$ cat config.mk
export PLATFORM = sky130hd
export DESIGN_NAME = pwc_channel
export DESIGN_NICKNAME = d
export VERILOG_FILES = /design/src/shared/pwc_pkg.sv /design/src/core/pwc_channel.sv
export VERILOG_INCLUDE_DIRS = /design/src /design/src/shared
export SDC_FILE = /design/constraint.sdc
export NUM_CORES = 1
export LEC_CHECK = 0
export BUFFER_PORTS_ARGS = -buffer_cell sky130_fd_sc_hd__buf_2
export CAP_MARGIN = 20
export CELL_PAD_IN_SITES_DETAIL_PLACEMENT = 1
export CELL_PAD_IN_SITES_GLOBAL_PLACEMENT = 1
export CORE_ASPECT_RATIO = 0.8
export CORE_MARGIN = 2
export CORE_UTILIZATION = 45
export DETAILED_ROUTE_END_ITERATION = 16
export PLACE_DENSITY_LB_ADDON = 0.1
export SETUP_SLACK_MARGIN = 0.1
export SLEW_MARGIN = 20
export SYNTH_ARGS = -nofsm -noshare
export SYNTH_HDL_FRONTEND = slang
export SYNTH_SLANG_ARGS = --single-unit
$ cat constraint.sdc
create_clock -name clk -period 6.94 [get_ports clk]
set_clock_uncertainty 0.15 [all_clocks]
set_input_delay 0.694 -clock clk [delete_from_list [all_inputs] [get_ports clk]]
set_output_delay 0.694 -clock clk [all_outputs]
set_load 0.005 [all_outputs]
$ cat src/shared/pwc_defs.svh
// Register offsets, field positions, reset values and bus widths of the PWM channel.
// Assumes inclusion by bare name from the package, the checker and the testbench.
`ifndef PWC_DEFS_SVH
`define PWC_DEFS_SVH

// Register byte offsets (one aligned word each)
`define PWC_OFS_CONTROL      8'h00
`define PWC_OFS_PERIOD_LOW   8'h04
`define PWC_OFS_PERIOD_HIGH  8'h08
`define PWC_OFS_DUTY_LOW     8'h0c
`define PWC_OFS_DUTY_HIGH    8'h10
`define PWC_OFS_DEAD_TIME    8'h14
`define PWC_OFS_FAULT_FILTER 8'h18
`define PWC_OFS_OUTPUT_CFG   8'h1c
`define PWC_OFS_COUNTER      8'h20

// Control register fields
`define PWC_CTL_IRQ_EN       7
`define PWC_CTL_IRQ_FLAG     6
`define PWC_CTL_FAULT_STAT   5
`define PWC_CTL_FAULT_POL    4
`define PWC_CTL_OPOL_HI      3
`define PWC_CTL_OPOL_LO      2
`define PWC_CTL_PRE_HI       1
`define PWC_CTL_PRE_LO       0

// Fault filter register fields
`define PWC_FLT_CLK_HI       7
`define PWC_FLT_CLK_LO       6
`define PWC_FLT_CNT_HI       5
`define PWC_FLT_CNT_LO       0

// Output configuration register fields
`define PWC_OCF_LVL_PRI      1
`define PWC_OCF_LVL_CMP      0
`define PWC_OCF_EN_PRI       2
`define PWC_OCF_EN_CMP       3
`define PWC_OCF_FAULT_EN     4

// Reset values
`define PWC_RST_BYTE         8'h00
`define PWC_RST_NIBBLE       4'h0

// Bus widths
`define PWC_ADDR_DEC_BITS    8

`endif

$ cat src/shared/pwc_pkg.sv
// Types of the PWM channel.
// Assumes pwc_defs.svh is on the include path.
`include "pwc_defs.svh"

package pwc_pkg;

	// Fault debounce filter state
	typedef enum logic [1:0] {
		PWC_FLT_CLEAR   = 2'b00,
		PWC_FLT_COUNT   = 2'b01,
		PWC_FLT_TRIPPED = 2'b10
	} pwc_flt_state_e;

	typedef logic [7:0] pwc_byte_t;

endpackage : pwc_pkg

$ cat src/core/pwc_channel.sv
// 12-bit PWM channel with dead time, fault filter and AHB-Lite register slave.
// Assumes one clock serving as oscillator and CPU clock; fault input synchronous to it.
//
// Functional notes
// - Period is 12 bits: low byte plus high nibble; high bits 7-4 read zero.
// - Period high then low; low write arms update taken at next overflow.
// - Period equals 12-bit value times one prescaled channel clock.
// - Period bytes read back at any time in any order.
// - Duty uses same high-then-low discipline, applied from next period.
// - Active duty interval equals 12-bit duty value times channel clock.
// - 8-bit dead time, reset zero, counted in undivided clock cycles.
// - Filter clock select: CPU clock divided by 1, 4, 16 or 64.
// - 6-bit filter count of stable sampling clocks sets the debounce time.
// - Debounce delay lies between count minus one and count sample clocks.
// - Overflow sets interrupt flag; enable gates request; software writes zero to clear.
// - Fault shutdown sets fault status; software clears it to resume.
// - Fault polarity: 0 low level shuts off, 1 high level shuts off.
// - Output polarity select: 00 both high, 01, 10 mixed, 11 both low.
// - Channel clock is oscillator divided by 2, 4, 8 or 16.
// - Second channel: low byte write needed, deferred to next period, free reads; this module builds no second channel.
// - Second channel period equals its 12-bit value times its clock; there is only one channel here.
// - Fault level field picks forced levels of primary and complementary outputs.
// - Each output drives its pin only while its enable bit is set.
//
// Implementation choices: register access over AHB-Lite and the placing of the registers.
`timescale 1ns/10ps
`default_nettype none

module pwc_channel
	import pwc_pkg::*;
#(
	parameter int PERIOD_BITS = 12,
	parameter int DEAD_BITS   = 8
) (
	// Clock and reset
	input  wire logic        clk,
	input  wire logic        resetn,
	// AHB-Lite slave
	input  wire logic        hsel,
	input  wire logic [31:0] haddr,
	input  wire logic [1:0]  htrans,
	input  wire logic        hwrite,
	input  wire logic [2:0]  hsize,
	input  wire logic [31:0] hwdata,
	input  wire logic        hready,
	output logic      [31:0] hrdata,
	output logic             hreadyout,
	output logic             hresp,
	// Fault sensing
	input  wire logic        faultInput,
	// Switch outputs, enables low while driving
	output logic             primaryOutput,
	output logic             primaryOutputOe_n,
	output logic             complementaryOutput,
	output logic             complementaryOutputOe_n,
	// Overflow interrupt request
	output logic             irqRequest
);

	// ----------------------------------------------------------------
	// Elaboration checks
	// ----------------------------------------------------------------
	if (PERIOD_BITS != 12) begin : g_badPeriod
		$error("PERIOD_BITS must be 12");
	end
	if (DEAD_BITS != 8) begin : g_badDead
		$error("DEAD_BITS must be 8");
	end

	// ----------------------------------------------------------------
	// Functions
	// ----------------------------------------------------------------
	// Join high nibble and low byte into a 12-bit value
	function automatic logic [11:0] join12(input logic [3:0] hi, input logic [7:0] lo);
		join12 = {hi, lo};
	endfunction : join12

	// ----------------------------------------------------------------
	// Reset synchroniser
	// ----------------------------------------------------------------
	logic rstMeta;
	logic rstSync;

	// Release reset through two flops
	always_ff @(posedge clk or negedge resetn) begin
		if (!resetn) begin
			rstMeta <= 1'b0;
			rstSync <= 1'b0;
		end else begin
			rstMeta <= 1'b1;
			rstSync <= rstMeta;
		end
	end

	// ----------------------------------------------------------------
	// Register state
	// ----------------------------------------------------------------
	logic       irqEnable;
	logic       irqFlag;
	logic       faultStatus;
	logic       faultPolarity;
	logic [1:0] outputPolaritySelect;
	logic [1:0] channelPrescaleSelect;
	logic [7:0] periodLow;
	logic [3:0] periodHigh;
	logic [7:0] dutyLow;
	logic [3:0] dutyHigh;
	logic [7:0] deadTime;
	logic [1:0] filterClockSelect;
	logic [5:0] filterCount;
	logic [1:0] faultOutputLevels;
	logic       primaryOutputEnable;
	logic       complementaryOutputEnable;
	logic       faultDetectEnable;
	logic       periodPending;
	logic       dutyPending;
	logic [11:0] periodActive;
	logic [11:0] dutyActive;
	logic [11:0] periodStaged;
	logic [11:0] dutyStaged;
	logic [11:0] count;

	// ----------------------------------------------------------------
	// AHB-Lite address and data phase
	// ----------------------------------------------------------------
	logic       dataWrite;
	logic [7:0] dataAddr;
	logic       addrValid;
	logic       wrStrobe;

	assign addrValid = hsel && htrans[1] && hready;
	assign wrStrobe  = dataWrite;

	// Capture the address phase of a write
	always_ff @(posedge clk or negedge rstSync) begin
		if (!rstSync) begin
			dataWrite <= 1'b0;
			dataAddr  <= 8'h00;
		end else begin
			dataWrite <= addrValid && hwrite;
			dataAddr  <= haddr[7:0];
		end
	end

	// Zero wait state, always OKAY
	always_ff @(posedge clk or negedge rstSync) begin
		if (!rstSync) begin
			hreadyout <= 1'b1;
			hresp     <= 1'b0;
		end else begin
			hreadyout <= 1'b1;
			hresp     <= 1'b0;
		end
	end

	// Read data muxed in the address phase, held for the data phase
	logic [7:0] next_readByte;
	always_comb begin
		next_readByte = 8'h00;
		case (haddr[7:0])
			`PWC_OFS_CONTROL:      next_readByte = {irqEnable, irqFlag, faultStatus, faultPolarity,
			                                        outputPolaritySelect, channelPrescaleSelect};
			`PWC_OFS_PERIOD_LOW:   next_readByte = periodLow;
			`PWC_OFS_PERIOD_HIGH:  next_readByte = {4'h0, periodHigh};
			`PWC_OFS_DUTY_LOW:     next_readByte = dutyLow;
			`PWC_OFS_DUTY_HIGH:    next_readByte = {4'h0, dutyHigh};
			`PWC_OFS_DEAD_TIME:    next_readByte = deadTime;
			`PWC_OFS_FAULT_FILTER: next_readByte = {filterClockSelect, filterCount};
			`PWC_OFS_OUTPUT_CFG:   next_readByte = {3'h0, faultDetectEnable, complementaryOutputEnable,
			                                        primaryOutputEnable, faultOutputLevels};
			`PWC_OFS_COUNTER:      next_readByte = count[7:0];
			default:               next_readByte = 8'h00;
		endcase
	end

	// Read data register
	always_ff @(posedge clk or negedge rstSync) begin
		if (!rstSync) begin
			hrdata <= 32'h0000_0000;
		end else if (addrValid && !hwrite) begin
			if (haddr[7:0] == `PWC_OFS_COUNTER) begin
				hrdata <= {20'h00000, count};
			end else begin
				hrdata <= {24'h000000, next_readByte};
			end
		end
	end

	// ----------------------------------------------------------------
	// Channel clock prescaler
	// ----------------------------------------------------------------
	logic [3:0] preDiv;
	logic       chanTick;

	// Free running divider of the oscillator clock
	always_ff @(posedge clk or negedge rstSync) begin
		if (!rstSync) begin
			preDiv <= 4'h0;
		end else begin
			preDiv <= preDiv + 4'h1;
		end
	end

	// Tick once per 2, 4, 8 or 16 clocks
	always_comb begin
		case (channelPrescaleSelect)
			2'b00:   chanTick = (preDiv[0]   == 1'b1);
			2'b01:   chanTick = (preDiv[1:0] == 2'h3);
			2'b10:   chanTick = (preDiv[2:0] == 3'h7);
			default: chanTick = (preDiv      == 4'hf);
		endcase
	end

	// ----------------------------------------------------------------
	// Period counter
	// ----------------------------------------------------------------
	logic overflow;

	// Last tick of a period, zero period overflows every tick
	assign overflow = chanTick && ({1'b0, count} + 13'h0001 >= {1'b0, periodActive});

	// Count channel clocks from zero up to the period minus one
	always_ff @(posedge clk or negedge rstSync) begin
		if (!rstSync) begin
			count <= 12'h000;
		end else if (overflow) begin
			count <= 12'h000;
		end else if (chanTick) begin
			count <= count + 12'h001;
		end
	end

	// ----------------------------------------------------------------
	// Staged registers and update at overflow
	// ----------------------------------------------------------------
	// Software side period and duty bytes
	always_ff @(posedge clk or negedge rstSync) begin
		if (!rstSync) begin
			periodLow  <= `PWC_RST_BYTE;
			periodHigh <= `PWC_RST_NIBBLE;
			dutyLow    <= `PWC_RST_BYTE;
			dutyHigh   <= `PWC_RST_NIBBLE;
		end else if (wrStrobe) begin
			case (dataAddr)
				`PWC_OFS_PERIOD_LOW:  periodLow  <= hwdata[7:0];
				`PWC_OFS_PERIOD_HIGH: periodHigh <= hwdata[3:0];
				`PWC_OFS_DUTY_LOW:    dutyLow    <= hwdata[7:0];
				`PWC_OFS_DUTY_HIGH:   dutyHigh   <= hwdata[3:0];
				default:              ;
			endcase
		end
	end

	// Low byte write arms the transfer and snapshots both halves, overflow consumes it;
	// a later high-only write waits for the next low write
	always_ff @(posedge clk or negedge rstSync) begin
		if (!rstSync) begin
			periodPending <= 1'b0;
			periodStaged  <= 12'h000;
		end else if (wrStrobe && dataAddr == `PWC_OFS_PERIOD_LOW) begin
			periodPending <= 1'b1;
			periodStaged  <= join12(periodHigh, hwdata[7:0]);
		end else if (overflow) begin
			periodPending <= 1'b0;
		end
	end

	always_ff @(posedge clk or negedge rstSync) begin
		if (!rstSync) begin
			dutyPending <= 1'b0;
			dutyStaged  <= 12'h000;
		end else if (wrStrobe && dataAddr == `PWC_OFS_DUTY_LOW) begin
			dutyPending <= 1'b1;
			dutyStaged  <= join12(dutyHigh, hwdata[7:0]);
		end else if (overflow) begin
			dutyPending <= 1'b0;
		end
	end

	// Working period and duty, changed only at a boundary
	always_ff @(posedge clk or negedge rstSync) begin
		if (!rstSync) begin
			periodActive <= 12'h000;
			dutyActive   <= 12'h000;
		end else if (overflow) begin
			if (periodPending) begin
				periodActive <= periodStaged;
			end
			if (dutyPending) begin
				dutyActive <= dutyStaged;
			end
		end
	end

	// ----------------------------------------------------------------
	// Control, dead time, filter and output configuration
	// ----------------------------------------------------------------
	// Plain control fields
	always_ff @(posedge clk or negedge rstSync) begin
		if (!rstSync) begin
			irqEnable             <= 1'b0;
			faultPolarity         <= 1'b0;
			outputPolaritySelect  <= 2'b00;
			channelPrescaleSelect <= 2'b00;
			deadTime              <= `PWC_RST_BYTE;
			filterClockSelect     <= 2'b00;
			filterCount           <= 6'h00;
			faultOutputLevels     <= 2'b00;
			primaryOutputEnable   <= 1'b0;
			complementaryOutputEnable <= 1'b0;
			faultDetectEnable     <= 1'b0;
		end else if (wrStrobe) begin
			case (dataAddr)
				`PWC_OFS_CONTROL: begin
					irqEnable             <= hwdata[`PWC_CTL_IRQ_EN];
					faultPolarity         <= hwdata[`PWC_CTL_FAULT_POL];
					outputPolaritySelect  <= hwdata[`PWC_CTL_OPOL_HI:`PWC_CTL_OPOL_LO];
					channelPrescaleSelect <= hwdata[`PWC_CTL_PRE_HI:`PWC_CTL_PRE_LO];
				end
				`PWC_OFS_DEAD_TIME: begin
					deadTime <= hwdata[7:0];
				end
				`PWC_OFS_FAULT_FILTER: begin
					filterClockSelect <= hwdata[`PWC_FLT_CLK_HI:`PWC_FLT_CLK_LO];
					filterCount       <= hwdata[`PWC_FLT_CNT_HI:`PWC_FLT_CNT_LO];
				end
				`PWC_OFS_OUTPUT_CFG: begin
					faultOutputLevels         <= hwdata[`PWC_OCF_LVL_PRI:`PWC_OCF_LVL_CMP];
					primaryOutputEnable       <= hwdata[`PWC_OCF_EN_PRI];
					complementaryOutputEnable <= hwdata[`PWC_OCF_EN_CMP];
					faultDetectEnable         <= hwdata[`PWC_OCF_FAULT_EN];
				end
				default: ;
			endcase
		end
	end

	// Overflow flag, set wins over a zero write
	always_ff @(posedge clk or negedge rstSync) begin
		if (!rstSync) begin
			irqFlag <= 1'b0;
		end else if (overflow) begin
			irqFlag <= 1'b1;
		end else if (wrStrobe && dataAddr == `PWC_OFS_CONTROL && !hwdata[`PWC_CTL_IRQ_FLAG]) begin
			irqFlag <= 1'b0;
		end
	end

	// Interrupt request gated by enable
	always_ff @(posedge clk or negedge rstSync) begin
		if (!rstSync) begin
			irqRequest <= 1'b0;
		end else begin
			irqRequest <= irqFlag && irqEnable;
		end
	end

	// ----------------------------------------------------------------
	// Fault debounce filter
	// ----------------------------------------------------------------
	logic [5:0]     sampleDiv;
	logic           sampleTick;
	logic [5:0]     stableCount;
	logic           faultLevel;
	logic           faultTrip;
	pwc_flt_state_e fltState;

	// Shut-off level depends on polarity bit
	assign faultLevel = faultDetectEnable && (faultInput == faultPolarity);

	// Sampling clock divider of the CPU clock
	always_ff @(posedge clk or negedge rstSync) begin
		if (!rstSync) begin
			sampleDiv <= 6'h00;
		end else begin
			sampleDiv <= sampleDiv + 6'h01;
		end
	end

	// Sample once per 1, 4, 16 or 64 clocks
	always_comb begin
		case (filterClockSelect)
			2'b00:   sampleTick = 1'b1;
			2'b01:   sampleTick = (sampleDiv[1:0] == 2'h3);
			2'b10:   sampleTick = (sampleDiv[3:0] == 4'hf);
			default: sampleTick = (sampleDiv == 6'h3f);
		endcase
	end

	// Free divider phase makes the delay count-1 to count samples
	always_ff @(posedge clk or negedge rstSync) begin
		if (!rstSync) begin
			fltState    <= PWC_FLT_CLEAR;
			stableCount <= 6'h00;
		end else begin
			case (fltState)
				PWC_FLT_CLEAR: begin
					stableCount <= 6'h00;
					if (faultLevel) begin
						fltState <= (filterCount == 6'h00) ? PWC_FLT_TRIPPED : PWC_FLT_COUNT;
					end
				end
				PWC_FLT_COUNT: begin
					if (!faultLevel) begin
						fltState <= PWC_FLT_CLEAR;
					end else if (sampleTick) begin
						if (stableCount + 6'h01 >= filterCount) begin
							fltState <= PWC_FLT_TRIPPED;
						end
						stableCount <= stableCount + 6'h01;
					end
				end
				PWC_FLT_TRIPPED: begin
					if (!faultLevel) begin
						fltState <= PWC_FLT_CLEAR;
					end
				end
				default: fltState <= PWC_FLT_CLEAR;
			endcase
		end
	end

	assign faultTrip = (fltState == PWC_FLT_TRIPPED);

	// Fault status, set by debounced fault, held against clears while tripped
	always_ff @(posedge clk or negedge rstSync) begin
		if (!rstSync) begin
			faultStatus <= 1'b0;
		end else if (faultTrip) begin
			faultStatus <= 1'b1;
		end else if (wrStrobe && dataAddr == `PWC_OFS_CONTROL && !hwdata[`PWC_CTL_FAULT_STAT]) begin
			faultStatus <= 1'b0;
		end
	end

	// ----------------------------------------------------------------
	// Dead time insertion
	// ----------------------------------------------------------------
	logic       rawActive;
	logic       rawPrev;
	logic [7:0] deadCount;
	logic       deadDone;

	assign rawActive = (count < dutyActive);
	assign deadDone  = (deadCount >= deadTime);

	// Restart undivided-clock count at each edge of the raw wave
	always_ff @(posedge clk or negedge rstSync) begin
		if (!rstSync) begin
			rawPrev   <= 1'b0;
			deadCount <= 8'h00;
		end else begin
			rawPrev <= rawActive;
			if (rawActive != rawPrev) begin
				deadCount <= 8'h00;
			end else if (!deadDone) begin
				deadCount <= deadCount + 8'h01;
			end
		end
	end

	// ----------------------------------------------------------------
	// Output stage
	// ----------------------------------------------------------------
	logic primaryValid;
	logic complementaryValid;

	// Both sides wait out the dead time after a transition
	assign primaryValid       = rawActive && rawActive == rawPrev && deadDone;
	assign complementaryValid = !rawActive && rawActive == rawPrev && deadDone;

	// Polarity, fault forcing and pin enables
	always_ff @(posedge clk or negedge rstSync) begin
		if (!rstSync) begin
			primaryOutput           <= 1'b0;
			complementaryOutput     <= 1'b0;
			primaryOutputOe_n       <= 1'b1;
			complementaryOutputOe_n <= 1'b1;
		end else begin
			if (faultStatus || faultTrip) begin
				primaryOutput       <= faultOutputLevels[`PWC_OCF_LVL_PRI];
				complementaryOutput <= faultOutputLevels[`PWC_OCF_LVL_CMP];
			end else begin
				primaryOutput       <= primaryValid ^ outputPolaritySelect[1];
				complementaryOutput <= complementaryValid ^ outputPolaritySelect[0];
			end
			primaryOutputOe_n       <= !primaryOutputEnable;
			complementaryOutputOe_n <= !complementaryOutputEnable;
		end
	end

	// Transfer size is ignored; byte writes land in the low lane
	logic unusedBits;
	assign unusedBits = ^{hsize, haddr[31:8], hwdata[31:8]};

endmodule : pwc_channel

`default_nettype wire

==> flow_metrics.tcl <==
set metrics [dict create \
    syn_avg_cell_area_um2 11.0 \
    core_um2 17400 \
    max_freq_ghz 0.223 \
    final_nets 888 \
    cellPowerDensity_nw_per_um2 249 \
    drive_gt1_share_pct 19.7 \
    grt_pass1_wl_mm 34.4 \
    ir_drop_v 0.000155 \
    synthArstFlopShare_pct 100 \
    hold_viol 0 \
    pin_count 114 \
    p_leak_nw 4.23 \
    end_kind "register" \
    h-tree-depth 4 \
    rsz0062_at_grt "no" \
    placedInstanceArea_um2 8340 \
    tritoncts "done" \
    wl_mm 21.5 \
    place_ws_ns 2.47 \
    cts_made_buffers 17 \
    post-route-drc-count 0 \
    synth_seq_area_share_pct 47.9 \
    r2r-start "count[0]" \
    utilization_pct 51.3 \
    cts_max_path_buffers 2 \
    track_usage_pct 23.9 \
    fill_cells 1873 \
    cts_sinks 154 \
    synth_cell_types 60 \
    cp.arrival_ns 4.63 \
    grt_max_degree 59 \
    vias_per_cell 5.68 \
    ys_warn_count 0 \
    ant_nets 0 \
    min_from "rstMeta" \
    synth_flop_cell "dfrtp_1" \
    min_period_over_period_pct 64.5 \
    std_cell_rows 43 \
    synth_area_um2 8060 \
    portBuffers 39 \
    drtIter0Drc 271 \
    dp_hpwl_mm 15.7 \
    netlist_instances 731 \
    first_global_vias 6096 \
    startpoint "count[0]" \
    ctsRootBufferMaster "clkbuf_16" \
    outcome "completed" \
    synth_edf_count 0 \
    stdcell_area_um2 8940 \
    die-area_um2 19000 \
    relSlewSlack_pct 28.7 \
    slew_violations 0 \
    vias 5716 \
    clk_pin_slew_ns 0.06 \
    maxCapViolCount 0 \
    path_max_fanout 12 \
    gp_congestion 0.832 \
    antenna_found_initial 0 \
    routedWlPerCell_um 21.3 \
    start_kind "register" \
    die_w_um 154 \
    dr.pass1.iters 5 \
    cts_setup_buffers 0 \
    die_h_um 124 \
    diodes 0 \
    start_util_pct 46.2 \
    syn2layout_area_growth_pct 11.0 \
    worst_pin_slew_ns 1.06 \
    insertion_delay_ns 0.43 \
    fin_crit_ns 4.48 \
    cp_data_required_time_ns 7.09 \
    finalPower_mw 2.23 \
    setup_slack_ns 2.46 \
    overflow 0 \
    hold_path_class "register to register" \
    tns_ns 0 \
    ys_seq_elements 154 \
    path_class "register to register" \
    finalSetupViolCount 0 \
]
[synth_stat cells, types with 4 or more instances]
master / instances / area (µm²)
nor3_1: 15 / 75.1
buf_1: 4 / 15.0
ha_1: 45 / 563
mux2_2: 53 / 597
and3_1: 10 / 62.6
nor3b_1: 9 / 67.6
buf_4: 23 / 173
a31oi_1: 4 / 25.0
nand2b_1: 12 / 75.1
a21o_1: 13 / 97.6
a211oi_1: 4 / 30.0
clkbuf_1: 15 / 56.3
o21ai_0: 40 / 200
nand2_1: 59 / 221
a22oi_1: 8 / 60.1
or3_1: 9 / 56.3
dfrtp_1: 152 / 3800
nand4_1: 8 / 50.1
nor2b_1: 5 / 31.3
and2_1: 4 / 25.0
xnor2_1: 12 / 105
a22o_1: 4 / 35.0
mux2i_1: 13 / 130
a21oi_1: 19 / 95.1
nand3_1: 32 / 160
o22a_1: 4 / 35.0
mux2_1: 9 / 101
o21a_1: 4 / 30.0
mux2_4: 20 / 300
xor2_1: 9 / 78.8
inv_1: 43 / 161
nor2_1: 27 / 101
[stage by stage]
step,instances,hold WS (ns)
2_1_floorplan,752,0.181
3_3_place_gp,973,0.189
3_5_place_dp,973,0.188
4_1_cts,1006,0.203
5_1_grt,1006,0.232
6_report,1006,0.199
[layer usage]
layer	vias to the layer above	global-route usage (%)	wire, µm
li1	2619	-	-
met1	2930	33.5	10300
met2	143	38.3	9900
met3	24	4.98	1040
met4	0	6.19	251
met5	-	0	0
[cells in the final DEF (no fill, tap or decap), types with 19 or more instances in the layout]
cell	count
mux2_2	53
ha_1	45
dfrtp_1	151
nand3_1	32
mux2_4	20
conb_1	23
o21ai_0	40
inv_1	43
nor2_1	27
nand2_1	59
a21oi_1	19
buf_2	39
[state kept, by name, indices dropped and copies added, names as in the netlist, 6 cells and up]
signal and cells:
filterCount 6, dutyLow 7, sampleDiv 6, deadTime 8, periodActive 12, hrdata 12, dataAddr 8, deadCount 8
count 12, dutyActive 12, periodLow 7, stableCount 6
[logic make-up (layout without fill, tap and decap cells)]
logic type / Yosys count / after routing / synth area share [%]
adder cells (fa/ha/maj): 45 / 45 / 6.99
other: 2 / 23 / 0.0932
XOR/XNOR: 21 / 21 / 2.28
buffers and inverters: 89 / 118 / 5.71
AND/OR/NAND/NOR: 203 / 203 / 13.0
AO/OA/AOI/OAI: 122 / 122 / 10.0
multiplexers: 95 / 95 / 14.0
flip-flops: 154 / 154 / 47.9
[where the power goes]
part | internal (mW) | switching, mW | leakage [nW]
Sequential | 0.943 | 0.0583 | 1.97
Combinational | 0.110 | 0.159 | 1.97
Clock | 0.574 | 0.381 | 0.290
[area by class of cell]
class	instances	area, µm²	area share [%]
Sequential cell	154	3860	43.2
Timing Repair Buffer	42	220	2.46
Clock buffer	20	447	4.99
Tap cell	225	282	3.15
Clock inverter	12	151	1.69
Multi-Input combinational cell	509	3820	42.7
Inverter	44	165	1.85
[worst max-delay path: stages (launching register included)]
cell and delay [ns]:
dfrtp_1 0.56, ha_1 0.31, clkinv_1 0.13, or3_1 0.51, nor2_1 0.17, xor2_1 0.10
ha_1 0.31, and3_1 0.21, nor3b_1 0.43, a211oi_4 0.24, nor3b_4 0.84, mux2_1 0.39
[repair_timing]
item / in CTS / in global routing
endpoints found under the hold margin: 2 / 0
hold buffers: 1 / 0
gates resized for setup: 0 / 0
setup endpoints to repair: 0 / 0
[worst paths after layout]
check                                 endpoint  slack [ns]  cells after the start
min in group asynchronous            preDiv[1]        0.27                      0
worst max-delay path             dutyActive[0]        2.46                     11
max in group asynchronous       dutyActive[11]        4.58                      2
worst max register to register   dutyActive[0]        2.46                     11
worst min register to register         rstSync        0.20                      0
worst min-delay path                   rstSync        0.20                      0
(Power assumes the default switching activity.)
